### config.mk
export PLATFORM = sky130hd
export DESIGN_NAME = flash_reg_cmd
export DESIGN_NICKNAME = d
export VERILOG_FILES = /design/src/hw/flash_reg_pkg.sv /design/src/hw/flash_sync2.sv /design/src/hw/flash_write_timer.sv /design/src/hw/flash_reg_cmd.sv
export SDC_FILE = /design/constraint.sdc
export NUM_CORES = 1
export LEC_CHECK = 0
export ABC_CLOCK_PERIOD_IN_PS = 6200
export BUFFER_PORTS_ARGS = -buffer_cell sky130_fd_sc_hd__buf_2
export CAP_MARGIN = 15
export CORE_ASPECT_RATIO = 1.75
export CORE_MARGIN = 3
export CORE_UTILIZATION = 40
export DETAILED_ROUTE_END_ITERATION = 6
export GPL_ROUTABILITY_DRIVEN = 0
export PLACE_DENSITY_LB_ADDON = 0.1
export SYNTH_ARGS = -nofsm -noshare
export SYNTH_HDL_FRONTEND = slang
export SYNTH_SLANG_ARGS = --single-unit
### constraint.sdc
create_clock -name i_clk -period 6.2 [get_ports i_clk]
set_clock_uncertainty 0.2 [all_clocks]
set_input_delay 1.24 -clock i_clk [delete_from_list [all_inputs] [get_ports i_clk]]
set_output_delay 1.24 -clock i_clk [all_outputs]
set_load 0.05 [all_outputs]
### src/hw/flash_reg_pkg.sv
// Constants for the serial flash register access command block
package flash_reg_pkg;
  // ==========================================================
  // Opcodes
  localparam logic [7:0] OP_STATUS1_READ = 8'h05;
  localparam logic [7:0] OP_STATUS2_READ = 8'h07;
  localparam logic [7:0] OP_CONFIG_READ = 8'h35;
  localparam logic [7:0] OP_REG_WRITE = 8'h01;
  localparam logic [7:0] OP_WRITE_ENABLE = 8'h06;
  localparam logic [7:0] OP_WRITE_DISABLE = 8'h04;
  // ==========================================================
  // Field positions
  localparam int SR1_WIP = 0;
  localparam int SR1_WEL = 1;
  localparam int SR1_BP_LO = 2;
  localparam int SR1_BP_HI = 4;
  localparam int SR1_EERR = 5;
  localparam int SR1_PERR = 6;
  localparam int SR1_STATUS_WRITE_DISABLE = 7;
  localparam int CR1_QUAD = 1;
  localparam int CR1_BPNV = 3;
  localparam int CR2_QPI = 6;
  // ==========================================================
  // Reset values
  localparam logic [7:0] SR1_RESET = 8'h00;
  localparam logic [7:0] SR2_RESET = 8'h00;
  localparam logic [7:0] CR1_RESET = 8'h00;
  localparam logic [7:0] CR2_RESET = 8'h00;
  // ==========================================================
  // Counts
  localparam logic [4:0] BITS_BYTE = 5'h08;
  localparam logic [4:0] BITS_WORD = 5'h10;
  localparam logic [4:0] NIB_BYTE = 5'h02;
  localparam logic [4:0] NIB_WORD = 5'h04;
  localparam int CLK_MHZ = 25;
  localparam int WRITE_TIME_US = 20;
  localparam int WRITE_CYCLES = WRITE_TIME_US * CLK_MHZ;
  localparam int CNT_W = 16;
endpackage : flash_reg_pkg

### src/hw/flash_sync2.sv
// Two flip-flop synchroniser for one level
module flash_sync2 (
  input wire logic i_clk,
  input wire logic i_rst_n,
  input wire logic i_d,
  output logic o_q
);
  logic meta_reg;
  logic meta_next;
  logic q_next;

  always_comb begin
    meta_next = i_d;
    q_next = meta_reg;
  end

  always_ff @(posedge i_clk or negedge i_rst_n) begin
    if (!i_rst_n) begin
      meta_reg <= 1'b0;
      o_q <= 1'b0;
    end else begin
      meta_reg <= meta_next;
      o_q <= q_next;
    end
  end
endmodule : flash_sync2

### src/hw/flash_write_timer.sv
// Self-timed register write engine with completion pulse
module flash_write_timer (
  input wire logic i_clk,
  input wire logic i_rst_n,
  input wire logic i_start,
  input wire logic [flash_reg_pkg::CNT_W-1:0] i_cycles,
  output logic o_busy,
  output logic o_done
);
  logic [flash_reg_pkg::CNT_W-1:0] cnt_reg;
  logic [flash_reg_pkg::CNT_W-1:0] cnt_next;
  logic busy_next;
  logic done_next;

  always_comb begin
    cnt_next = cnt_reg;
    busy_next = o_busy;
    done_next = 1'b0;
    if (i_start && !o_busy) begin
      cnt_next = i_cycles;
      busy_next = 1'b1;
    end else if (o_busy) begin
      if (cnt_reg <= {{(flash_reg_pkg::CNT_W-1){1'b0}}, 1'b1}) begin
        busy_next = 1'b0;
        done_next = 1'b1;
      end else begin
        cnt_next = cnt_reg - {{(flash_reg_pkg::CNT_W-1){1'b0}}, 1'b1};
      end
    end
  end

  always_ff @(posedge i_clk or negedge i_rst_n) begin
    if (!i_rst_n) begin
      cnt_reg <= '0;
      o_busy <= 1'b0;
      o_done <= 1'b0;
    end else begin
      cnt_reg <= cnt_next;
      o_busy <= busy_next;
      o_done <= done_next;
    end
  end
endmodule : flash_write_timer

### src/hw/flash_reg_cmd.sv
// Serial flash status and configuration register command interpreter
// ==========================================================
// Overview of operation
// - Opcode 05h shifts out status register one
// - Repeat register each byte (eight clocks serial, two in quad-all), refreshed
// - Opcode 07h shifts out status register two, ignored in quad-all
// - Opcode 35h shifts out configuration register one, ignored in quad-all
// - Quad-all: status1 read uses four lines
// - Register write needs write-enable latch set
// - Write after 8 or 16 bits only
// - Self-timed write sets busy, clears latch
// - Erase/program failure sets error flags
// - Protect target select routes block bits
// - Disable bit clear: latch alone permits
// - Disable bit and pin low reject silently
// - Protection regardless of order, pin releases
// - Quad mode disables pin protection
// - Status registers reset to zero
// - Opcode 06h sets latch, exact eight bits
// - Opcode 04h clears latch unless busy
// - Busy flag held in status bit zero
// - Config2 bit six selects quad-all mode
module flash_reg_cmd (
  input wire logic i_clk,
  input wire logic i_arst_n,
  input wire logic i_cs_n,
  input wire logic i_sck,
  input wire logic [3:0] i_io,
  input wire logic i_wp_n,
  input wire logic i_op_fail_erase,
  input wire logic i_op_fail_prog,
  input wire logic i_ext_busy,
  input wire logic [7:0] i_status2,
  input wire logic i_quad_all_set,
  output logic [3:0] o_io,
  output logic [3:0] o_io_oe,
  output logic [7:0] o_volatile_status1,
  output logic [7:0] o_nonvolatile_status1,
  output logic [7:0] o_volatile_config1,
  output logic [7:0] o_nonvolatile_config1,
  output logic o_write_rejected
);
  // ==========================================================
  // Reset and pin synchronisers
  logic rst_reg;
  logic sel;
  logic sck_s;
  logic wp_n_s;
  logic [3:0] io_s;

  flash_sync2 u_sync_rst (.i_clk(i_clk), .i_rst_n(i_arst_n), .i_d(1'b1), .o_q(rst_reg));
  // Select inverted ahead of the flops so reset level equals idle level
  flash_sync2 u_sync_cs (.i_clk(i_clk), .i_rst_n(rst_reg), .i_d(~i_cs_n), .o_q(sel));
  flash_sync2 u_sync_sck (.i_clk(i_clk), .i_rst_n(rst_reg), .i_d(i_sck), .o_q(sck_s));
  flash_sync2 u_sync_wp (.i_clk(i_clk), .i_rst_n(rst_reg), .i_d(i_wp_n), .o_q(wp_n_s));
  genvar gi;
  for (gi = 0; gi < 4; gi++) begin : g_io
    flash_sync2 u_sync_io (.i_clk(i_clk), .i_rst_n(rst_reg), .i_d(i_io[gi]), .o_q(io_s[gi]));
  end

  logic sck_d_reg, sel_d_reg;
  logic sck_rise, sck_fall, cs_rise;
  assign sck_rise = sel && sck_s && !sck_d_reg;
  assign sck_fall = sel && !sck_s && sck_d_reg;
  assign cs_rise = !sel && sel_d_reg;

  always_ff @(posedge i_clk or negedge rst_reg) begin
    if (!rst_reg) begin
      sck_d_reg <= 1'b0;
      sel_d_reg <= 1'b0;
    end else begin
      sck_d_reg <= sck_s;
      sel_d_reg <= sel;
    end
  end

  // ==========================================================
  // Command state machine
  typedef enum logic [1:0] {
    ST_OPCODE = 2'b00,
    ST_DATA = 2'b01,
    ST_READ = 2'b11,
    ST_IGNORE = 2'b10
  } cmd_state_e;

  cmd_state_e state_reg, state_next;
  logic [4:0] cnt_reg, cnt_next;
  logic [7:0] op_reg, op_next;
  logic [15:0] data_reg, data_next;
  logic [7:0] shift_reg, shift_next;
  logic [3:0] io_reg, io_next;
  logic [3:0] oe_reg, oe_next;
  logic quad_all;
  logic wr_start;
  logic wr_busy;
  logic wr_done;
  logic [7:0] volatile_status1_reg, volatile_status1_next;
  logic [7:0] nonvolatile_status1_reg, nonvolatile_status1_next;
  logic [7:0] volatile_config1_reg, volatile_config1_next;
  logic [7:0] nonvolatile_config1_reg, nonvolatile_config1_next;
  logic [7:0] volatile_config2_reg, volatile_config2_next;
  logic [15:0] pend_reg, pend_next;
  logic pend_wide_reg, pend_wide_next;
  logic rej_reg, rej_next;
  logic hw_protected;
  logic [7:0] rd_byte;

  assign quad_all = volatile_config2_reg[flash_reg_pkg::CR2_QPI];
  // pin protection, level based so order is irrelevant
  assign hw_protected = volatile_status1_reg[flash_reg_pkg::SR1_STATUS_WRITE_DISABLE] && !wp_n_s
                        && !volatile_config1_reg[flash_reg_pkg::CR1_QUAD];

  function automatic logic [4:0] unit_len(input logic qa, input logic wide);
    if (qa) unit_len = wide ? flash_reg_pkg::NIB_WORD : flash_reg_pkg::NIB_BYTE;
    else unit_len = wide ? flash_reg_pkg::BITS_WORD : flash_reg_pkg::BITS_BYTE;
  endfunction : unit_len

  // ==========================================================
  // Read data select
  always_comb begin
    case (op_reg)
      flash_reg_pkg::OP_STATUS1_READ: rd_byte = volatile_status1_reg;
      flash_reg_pkg::OP_STATUS2_READ: rd_byte = i_status2;
      flash_reg_pkg::OP_CONFIG_READ: rd_byte = volatile_config1_reg;
      default: rd_byte = 8'h00;
    endcase
  end

  always_comb begin
    state_next = state_reg;
    cnt_next = cnt_reg;
    op_next = op_reg;
    data_next = data_reg;
    shift_next = shift_reg;
    io_next = io_reg;
    oe_next = oe_reg;
    wr_start = 1'b0;
    if (!sel) begin
      state_next = ST_OPCODE;
      cnt_next = 5'h00;
      oe_next = 4'h0;
    end else begin
      case (state_reg)
        ST_OPCODE: begin
          if (sck_rise) begin
            // MSB first, one or four bits a rise
            op_next = quad_all ? {op_reg[3:0], io_s} : {op_reg[6:0], io_s[0]};
            cnt_next = cnt_reg + 5'h01;
            if (cnt_reg + 5'h01 == unit_len(quad_all, 1'b0)) begin
              cnt_next = 5'h00;
              state_next = ST_DATA;
              case (op_next)
                flash_reg_pkg::OP_STATUS1_READ: state_next = ST_READ;
                flash_reg_pkg::OP_STATUS2_READ,
                flash_reg_pkg::OP_CONFIG_READ: begin
                  state_next = quad_all ? ST_IGNORE : ST_READ;
                end
                flash_reg_pkg::OP_REG_WRITE,
                flash_reg_pkg::OP_WRITE_ENABLE,
                flash_reg_pkg::OP_WRITE_DISABLE: state_next = ST_DATA;
                default: state_next = ST_IGNORE;
              endcase
            end
          end
        end
        ST_DATA: begin
          if (sck_rise) begin
            data_next = quad_all ? {data_reg[11:0], io_s} : {data_reg[14:0], io_s[0]};
            if (cnt_reg != 5'h1f) cnt_next = cnt_reg + 5'h01;
          end
        end
        ST_READ: begin
          if (sck_fall) begin
            if (cnt_reg == 5'h00) begin
              shift_next = quad_all ? {rd_byte[3:0], 4'h0} : {rd_byte[6:0], 1'b0};
              io_next = quad_all ? rd_byte[7:4] : {2'b00, rd_byte[7], 1'b0};
            end else begin
              shift_next = quad_all ? {shift_reg[3:0], 4'h0} : {shift_reg[6:0], 1'b0};
              io_next = quad_all ? shift_reg[7:4] : {2'b00, shift_reg[7], 1'b0};
            end
            oe_next = quad_all ? 4'hf : 4'h2;
            cnt_next = (cnt_reg + 5'h01 == unit_len(quad_all, 1'b0)) ? 5'h00 : cnt_reg + 5'h01;
          end
        end
        default: begin
        end
      endcase
    end
    if (cs_rise) begin
      oe_next = 4'h0;
      if (state_reg == ST_DATA && op_reg == flash_reg_pkg::OP_REG_WRITE && !wr_busy
          && volatile_status1_reg[flash_reg_pkg::SR1_WEL] && !hw_protected
          && (cnt_reg == unit_len(quad_all, 1'b0) || cnt_reg == unit_len(quad_all, 1'b1)))
        wr_start = 1'b1;
    end
  end

  always_ff @(posedge i_clk or negedge rst_reg) begin
    if (!rst_reg) begin
      state_reg <= ST_OPCODE;
      cnt_reg <= 5'h00;
      op_reg <= 8'h00;
      data_reg <= 16'h0000;
      shift_reg <= 8'h00;
      io_reg <= 4'h0;
      oe_reg <= 4'h0;
    end else begin
      state_reg <= state_next;
      cnt_reg <= cnt_next;
      op_reg <= op_next;
      data_reg <= data_next;
      shift_reg <= shift_next;
      io_reg <= io_next;
      oe_reg <= oe_next;
    end
  end

  // ==========================================================
  // Self-timed write
  // start at select release
  flash_write_timer u_timer (
    .i_clk(i_clk),
    .i_rst_n(rst_reg),
    .i_start(wr_start),
    .i_cycles(flash_reg_pkg::CNT_W'(flash_reg_pkg::WRITE_CYCLES)),
    .o_busy(wr_busy),
    .o_done(wr_done)
  );

  // ==========================================================
  // Register state
  logic cmd_end_byte;
  assign cmd_end_byte = cs_rise && state_reg == ST_DATA && cnt_reg == 5'h00;

  always_comb begin
    volatile_status1_next = volatile_status1_reg;
    nonvolatile_status1_next = nonvolatile_status1_reg;
    volatile_config1_next = volatile_config1_reg;
    nonvolatile_config1_next = nonvolatile_config1_reg;
    volatile_config2_next = volatile_config2_reg;
    pend_next = pend_reg;
    pend_wide_next = pend_wide_reg;
    rej_next = 1'b0;
    volatile_status1_next[flash_reg_pkg::SR1_WIP] = wr_busy || i_ext_busy;
    if (i_quad_all_set) volatile_config2_next[flash_reg_pkg::CR2_QPI] = 1'b1;
    if (cmd_end_byte && op_reg == flash_reg_pkg::OP_WRITE_ENABLE)
      volatile_status1_next[flash_reg_pkg::SR1_WEL] = 1'b1;
    if (cmd_end_byte && op_reg == flash_reg_pkg::OP_WRITE_DISABLE
        && !volatile_status1_reg[flash_reg_pkg::SR1_WIP])
      volatile_status1_next[flash_reg_pkg::SR1_WEL] = 1'b0;
    if (wr_start) begin
      pend_wide_next = cnt_reg == unit_len(quad_all, 1'b1);
      pend_next = pend_wide_next ? data_reg : {data_reg[7:0], 8'h00};
    end
    // silent reject indication only on this port
    if (cs_rise && state_reg == ST_DATA && op_reg == flash_reg_pkg::OP_REG_WRITE
        && hw_protected)
      rej_next = 1'b1;
    if (wr_done) begin
      if (i_op_fail_erase || i_op_fail_prog) begin
        volatile_status1_next[flash_reg_pkg::SR1_EERR] = i_op_fail_erase;
        volatile_status1_next[flash_reg_pkg::SR1_PERR] = i_op_fail_prog;
      end else begin
        volatile_status1_next[flash_reg_pkg::SR1_STATUS_WRITE_DISABLE] = pend_reg[15];
        nonvolatile_status1_next[flash_reg_pkg::SR1_STATUS_WRITE_DISABLE] = pend_reg[15];
        if (nonvolatile_config1_reg[flash_reg_pkg::CR1_BPNV])
          volatile_status1_next[flash_reg_pkg::SR1_BP_HI:flash_reg_pkg::SR1_BP_LO] = pend_reg[12:10];
        else begin
          nonvolatile_status1_next[flash_reg_pkg::SR1_BP_HI:flash_reg_pkg::SR1_BP_LO] = pend_reg[12:10];
          volatile_status1_next[flash_reg_pkg::SR1_BP_HI:flash_reg_pkg::SR1_BP_LO] = pend_reg[12:10];
        end
        if (pend_wide_reg) begin
          volatile_config1_next = pend_reg[7:0];
          nonvolatile_config1_next = pend_reg[7:0];
        end
      end
      volatile_status1_next[flash_reg_pkg::SR1_WEL] = 1'b0;
    end
  end

  always_ff @(posedge i_clk or negedge rst_reg) begin
    if (!rst_reg) begin
      volatile_status1_reg <= flash_reg_pkg::SR1_RESET;
      nonvolatile_status1_reg <= flash_reg_pkg::SR1_RESET;
      volatile_config1_reg <= flash_reg_pkg::CR1_RESET;
      nonvolatile_config1_reg <= flash_reg_pkg::CR1_RESET;
      volatile_config2_reg <= flash_reg_pkg::CR2_RESET;
      pend_reg <= 16'h0000;
      pend_wide_reg <= 1'b0;
      rej_reg <= 1'b0;
    end else begin
      volatile_status1_reg <= volatile_status1_next;
      nonvolatile_status1_reg <= nonvolatile_status1_next;
      volatile_config1_reg <= volatile_config1_next;
      nonvolatile_config1_reg <= nonvolatile_config1_next;
      volatile_config2_reg <= volatile_config2_next;
      pend_reg <= pend_next;
      pend_wide_reg <= pend_wide_next;
      rej_reg <= rej_next;
    end
  end

  assign o_io = io_reg;
  assign o_io_oe = oe_reg;
  assign o_volatile_status1 = volatile_status1_reg;
  assign o_nonvolatile_status1 = nonvolatile_status1_reg;
  assign o_volatile_config1 = volatile_config1_reg;
  assign o_nonvolatile_config1 = nonvolatile_config1_reg;
  assign o_write_rejected = rej_reg;

  // ==========================================================
  // Assertions
  // busy follows start
  AST_WIP_AFTER_START: assert property (@(posedge i_clk) disable iff (!rst_reg)
    wr_start |-> ##2 volatile_status1_reg[flash_reg_pkg::SR1_WIP]) else $error("busy not set");
  AST_WEL_CLEAR: assert property (@(posedge i_clk) disable iff (!rst_reg)
    wr_done |=> !volatile_status1_reg[flash_reg_pkg::SR1_WEL]) else $error("latch not cleared");
  AST_WRITE_NEEDS_WEL: assert property (@(posedge i_clk) disable iff (!rst_reg)
    wr_start |-> volatile_status1_reg[flash_reg_pkg::SR1_WEL]) else $error("write without latch");
  AST_HW_REJECT: assert property (@(posedge i_clk) disable iff (!rst_reg)
    hw_protected |-> !wr_start) else $error("protected write started");
  AST_QUAD_NO_PROT: assert property (@(posedge i_clk) disable iff (!rst_reg)
    (volatile_config1_reg[flash_reg_pkg::CR1_QUAD] && cs_rise && op_reg == flash_reg_pkg::OP_REG_WRITE)
    |=> !o_write_rejected) else $error("quad protected");
  AST_WRITE_ENABLE_CMD_SETS: assert property (@(posedge i_clk) disable iff (!rst_reg)
    (cmd_end_byte && op_reg == flash_reg_pkg::OP_WRITE_ENABLE && !wr_done)
    |=> volatile_status1_reg[flash_reg_pkg::SR1_WEL]) else $error("latch not set");
  AST_WRITE_DISABLE_CMD_BUSY: assert property (@(posedge i_clk) disable iff (!rst_reg)
    (cmd_end_byte && op_reg == flash_reg_pkg::OP_WRITE_DISABLE
     && volatile_status1_reg[flash_reg_pkg::SR1_WIP] && volatile_status1_reg[flash_reg_pkg::SR1_WEL] && !wr_done)
    |=> volatile_status1_reg[flash_reg_pkg::SR1_WEL]) else $error("disable not ignored");
  AST_WRITE_LEN: assert property (@(posedge i_clk) disable iff (!rst_reg)
    wr_start |-> (cnt_reg == unit_len(quad_all, 1'b0) || cnt_reg == unit_len(quad_all, 1'b1)))
    else $error("bad write length");
  AST_OE_OFF: assert property (@(posedge i_clk) disable iff (!rst_reg)
    cs_rise |=> o_io_oe == 4'h0) else $error("output still driven");
  COV_WRITE: cover property (@(posedge i_clk) disable iff (!rst_reg) wr_done);
  COV_READ: cover property (@(posedge i_clk) disable iff (!rst_reg) state_reg == ST_READ);
  COV_REJECT: cover property (@(posedge i_clk) disable iff (!rst_reg) rej_reg);
endmodule : flash_reg_cmd

* Word level (Yosys, flattened, before mapping)
Index checks and enable logic that the tools add are counted.
** Cells by class
- Muxes and demuxes :: 55
- $add $sub $neg :: 2
- Reductions and logical operators :: 48
- Bitwise gates (word level) :: 3
- Equality and inequality tests :: 31
- $lt $le $gt $ge :: 1
** Operators with widths (number)
- 5-bit two-way mux :: 17
- 16-bit two-way mux :: 5
- 8-bit by 3-bit == test with 1-bit output, second input constant :: 8
- 4-bit two-way mux :: 9
- 8-bit two-way mux :: 4
- 5-bit == test :: 5
- 8-bit case mux with 3 select lines :: 1
- 1-bit logical AND :: 20
- 3-bit != test, second input constant :: 6
- 3-bit AND reduction :: 6
- 8-bit by 1-bit == test with 1-bit output, second input constant :: 2
- 8-bit by 6-bit == test with 1-bit output, second input constant :: 2
- 16-bit by 1-bit less-or-equal comparator with 1-bit output, second input constant :: 1
- 16-bit by 1-bit subtractor with 16-bit output, second input constant :: 1
- 5-bit case mux with 3 select lines :: 1
- 1-bit two-way mux :: 13
- 1-bit zero test :: 8
- 2-bit two-way mux :: 4
- 2-bit AND reduction :: 4
- 2-bit != test, second input constant :: 3
- 2-bit case mux with 3 select lines :: 1
- 5-bit by 1-bit adder with 5-bit output, second input constant :: 1
- 5-bit zero test :: 1
- 5-bit != test, second input constant :: 1
- other kinds (12) :: 16
** Word-level totals
- Flip-flop bits (word level) :: 122
- Output and inout bits :: 41

* Logic depth before layout (Yosys ltp)
- Depth in word-level cells :: 11
- Depth in mapped cells :: 9

* Cells and area by module
A second synthesis with hierarchy kept.
** Second synthesis, totals
- Cells, all modules :: 547
- Area total of the unflattened synthesis :: 5816.8 µm²
** By module, submodules not included
- flash_reg_cmd :: area each 4249.1 µm², cells each 402, times used 1
- flash_write_timer :: area each 1167.4 µm², cells each 129, times used 1
- flash_sync2 :: area each 50.0 µm², cells each 2, times used 8

* Least setup slack after synthesis
No wires, ideal clock.
- Path type :: input -> register
- Start :: in i_op_fail_prog
- End :: reg nonvolatile_config1_reg[0], in the netlist o_nonvolatile_config1[0]
- Slack :: 3.343 ns
- Data arrival time :: 2.533 ns
- Cell stages on the path :: 4
- Library setup time :: 0.125 ns
- Cells stage by stage :: nor3b_1 and2_1 clkbuf_1 mux2_2
** On the way
- Cells in the longest elaborated chain, start to end :: 3
** RTL lines
- start: declaration :: line flash_reg_cmd.sv:31 : input wire logic i_op_fail_prog,
- 1-bit logical OR :: line flash_reg_cmd.sv:260 : if (i_op_fail_erase || i_op_fail_prog) begin
- 1-bit inverter (no source line)
- 3-bit AND reduction (no source line)
- end signal: assignment :: line flash_reg_cmd.sv:286 : nonvolatile_config1_reg <= flash_reg_pkg::CR1_RESET;
- end signal: assignment :: line flash_reg_cmd.sv:295 : nonvolatile_config1_reg <= nonvolatile_config1_next;
- end: declaration :: line flash_reg_cmd.sv:100 : logic [7:0] nonvolatile_config1_reg, nonvolatile_config1_next;
No other way between the ends.
A chain may end at the register's enable or synchronous reset.

* Final worst setup path
- Start :: reg volatile_config2_reg[6]
- End :: reg u_timer.cnt_reg[1] in the netlist's numbering
** On the way
- Cells in the longest elaborated chain, start to end :: 10
** RTL lines
- start: declaration :: line flash_reg_cmd.sv:101 : logic [7:0] volatile_config2_reg, volatile_config2_next;
- start signal: assignment :: line flash_reg_cmd.sv:287 : volatile_config2_reg <= flash_reg_pkg::CR2_RESET;
- start signal: assignment :: line flash_reg_cmd.sv:296 : volatile_config2_reg <= volatile_config2_next;
- 4-bit two-way mux or 5-bit two-way mux (tied branches) :: line flash_reg_cmd.sv:114 : if (qa) unit_len = wide ? flash_reg_pkg::NIB_WORD : flash_reg_pkg::NIB_BYTE;
- 5-bit two-way mux :: line flash_reg_cmd.sv:189 : if (cs_rise) begin
- 5-bit == test :: line flash_reg_cmd.sv:193 : && (cnt_reg == unit_len(quad_all, 1'b0) || cnt_reg == unit_len(quad_all, 1'b1)))
- 1-bit logical OR (*) :: line flash_reg_cmd.sv:193
- 1-bit logical AND (*) :: line flash_reg_cmd.sv:193
- 1-bit two-way mux (*) :: line flash_reg_cmd.sv:191 : if (state_reg == ST_DATA && op_reg == flash_reg_pkg::OP_REG_WRITE && !wr_busy
- 1-bit two-way mux (*) :: line flash_reg_cmd.sv:189
- 1-bit logical AND (*) :: line flash_write_timer.sv:19 : if (i_start && !o_busy) begin
- 2-bit by 1-bit != test with 1-bit output (no source line) or 2-bit nonzero test (tied branches)
- 2-bit AND reduction (no source line)
- end signal: assignment :: line flash_write_timer.sv:38 : cnt_reg <= cnt_next;
- end: declaration :: line flash_write_timer.sv:10 : logic [flash_reg_pkg::CNT_W-1:0] cnt_reg;
Mark *: on every way between the ends. The rest lies on a longest branch, timed or not. The select of a mux whose other input is x is not followed.

==> impl_metrics.toml <==
[placed_design]
place_ws_ns = 3.04
port_buffers = 57
hpwl_um = 9630
dpl_cell_area_mm2 = 0.00580

[layout]
fin_util = 0.475
drive_gt1_frac = 0.228
final_cell_mix = "dfrtp_1 (112), buf_2 (57), nand2_1 (45)"
nFillCells = 1290
layout_commonest_cell = "dfrtp_1"
nNetsFinal = 584
antenna_cells = 0
final_area_mm2 = 0.00639
area_growth_pct = 16.0

[grt]
grtUsageTotal = 0.189
grt_pass1_wl_um = 22200
antenna_found_initial = 0
grt_pass1_vias = 4224
gr-total-overflow = 0
grt_max_degree = 68

[synthesis]
synth.avg_cell_area_um2 = 10.6
ys_seq_elements = 114
synth_cells = 518
synth_area_mm2 = 0.00551
yosysTopAreaCell = "dfrtp_1"
synth_area_leaders = "dfrtp_1 (52%), mux2i_1 (5.6%), mux2_2 (4.9%)"
synth_top_area_frac = 0.518
synth_enable_flop_cells = 0
synth_ff_type = "dfrtp_1"
synth_cell_type_count = 63
async_reset_ff_frac = 1.00
yosysSeqAreaShare = 0.518
ys.warnings.count = 0

[floorplan]
die_h_um = 161
die-area_mm2 = 0.0153
die_w_um = 94.7
fp-row-count = 56
initial_core_util = 0.409
io_pins = 62
core_area_mm2 = 0.0135

[cts]
cts_made_buffers = 17
clk_latency_ns = 0.41
cts_hold_buf = 0
cts_max_level = 4
cts_tree = "built"
clockBufferDepth = 2
postCtsResizedCells = 0
postCtsSetupRepairBufs = 0
cts.sinks = 114
clockRootBuffer = "clkbuf_16"
path_clk_slew_ns = 0.06

[sta]
tightestPinTransition_ns = 1.08
min_period_ns = 2.82
rsz0062_at_grt = "false"
setup_viol = 0
fin_setup_tns_ns = 0
clock.fmax_mhz = 355
finalMaxSlewViolations = 0
fin_ws_ns = 3.38
fin_crit_sh = 0.455
finalHoldViolCount = 0
relSlewSlack = 0.274

[detailed_routing]
drt_pre_antenna_iters = 4
routed_wl_um = 13400
vias = 4018
wire_per_inst_um = 18.0
vias_per_cell = 5.39
ant_nets = 0
post-route-drc-count = 0
drt_iter0_markers = 195

[run_status]
run_status = "finished clean"

[pwr]
finalPower_mw = 1.93
power_per_cell_area_mw_per_mm2 = 303
ir_drop_mv = 0.179
p_leak_nw = 2.98

[min_path]
hold_class = "reg -> reg"

[critical_path]
path_cells = "buf_4 > nor3b_1 > o21ai_0 > a211o_1 > nand2_1 > o22ai_1"
slowest_delay_ns = 0.81
end_kind = "register"
arrival_ns = 2.94
crit_type = "reg -> reg"
required_ns = 6.33
cp-start-kind = "register"
critPathMaxFanout = 57
slowest_stage = "a211o_1"

[run]
drv_cap = 0
[stage by stage]
step / std cells / hold slack [ns]
6_report: 745 / 0.144
5_1_grt: 745 / 0.153
4_1_cts: 745 / 0.146
3_5_place_dp: 713 / 0.135
3_3_place_gp: 713 / 0.133
2_1_floorplan: 521 / 0.131
[area by class of cell]
type                    count  area [µm²]  share of cell area
clock inverters            13         135              0.0212
well taps                 174         218              0.0341
repair buffers             60         308              0.0482
multi-input cells         356        2380               0.373
clock buffers              19         453              0.0709
inverters                   9        33.8             0.00529
flip-flops and latches    114        2860               0.447
[synthesized netlist by cell type (2+ instances only)]
library cell and number:
nor3_1 12, nor4b_1 6, a31oi_1 2, o21ai_0 36, nand3b_1 4, buf_4 17
or3_1 4, nor2_1 29, xor2_1 2, buf_2 6, buf_6 3, o31ai_1 4
mux2_2 24, buf_1 4, and3b_1 3, nand4_1 4, nor4_1 3, nand2b_1 6
conb_1 2, a2bb2oi_1 2, ha_1 5, dfrtp_1 114, nand2_1 45, nand3_1 14
o211ai_1 4, a22o_1 16, or2_2 4, a32oi_1 4, a211oi_1 2, a311oi_1 2
a21oi_1 29, clkbuf_1 12, and2_1 2, o21ai_1 5, or4_1 5, a21o_1 2
and3_1 5, inv_1 9, a32o_1 2, mux2i_1 31, nor2b_1 7, nor3b_1 5
[final timing paths]
kind                                                      start                                    to  slack, ns  cells past startpoint
min in group asynchronous              u_sync_rst.o_q$_DFF_PN0_  g_io[3].u_sync_io.meta_reg$_DFF_PN0_       0.15                      0
setup / recovery            volatile_config2_reg[6]$_DFFE_PN0P_        u_timer.cnt_reg[1]$_DFFE_PN0P_       3.38                      6
max in group asynchronous              u_sync_rst.o_q$_DFF_PN0_                o_io_oe[1]$_DFFE_PN0P_       4.34                      1
hold / removal             g_io[1].u_sync_io.meta_reg$_DFF_PN0_       g_io[1].u_sync_io.o_q$_DFF_PN0_       0.14                      0
setup reg to reg            volatile_config2_reg[6]$_DFFE_PN0P_        u_timer.cnt_reg[1]$_DFFE_PN0P_       3.38                      6
hold reg to reg            g_io[1].u_sync_io.meta_reg$_DFF_PN0_       g_io[1].u_sync_io.o_q$_DFF_PN0_       0.14                      0
[worst max-delay path: cells and delay by family, from the launching register on]
kind,cells,cell delay [ns]
AO/OA/AOI/OAI,3,1.34
buffers and inverters,1,0.56
flip-flops,1,0.33
AND/OR/NAND/NOR,2,0.28
[per-layer routing]
| layer | global-route usage | routed length, µm |
|---|---|---|
| met5 | 0 | 0 |
| met4 | 0.0907 | 431 |
| met3 | 0.0452 | 376 |
| met2 | 0.335 | 7400 |
| met1 | 0.208 | 5210 |
[kinds of logic after synthesis]
group	Yosys count	synth area share
and+or+nand+nor	173	0.176
AOI/OAI and AO/OA	116	0.133
DFF	114	0.518
muxes	55	0.105
buffers and inverters	51	0.0518
adders and majority gates	5	0.0114
other	2	0.00136
xor gates and xnor gates	2	0.00318
[report_power, final]
group | leakage [nW] | internal, mW | switching [mW]
Clock | 0.277 | 0.611 | 0.355
Sequential | 1.36 | 0.768 | 0.0517
Combinational | 1.35 | 0.0579 | 0.0921
Power figures use the tool's default switching activity.
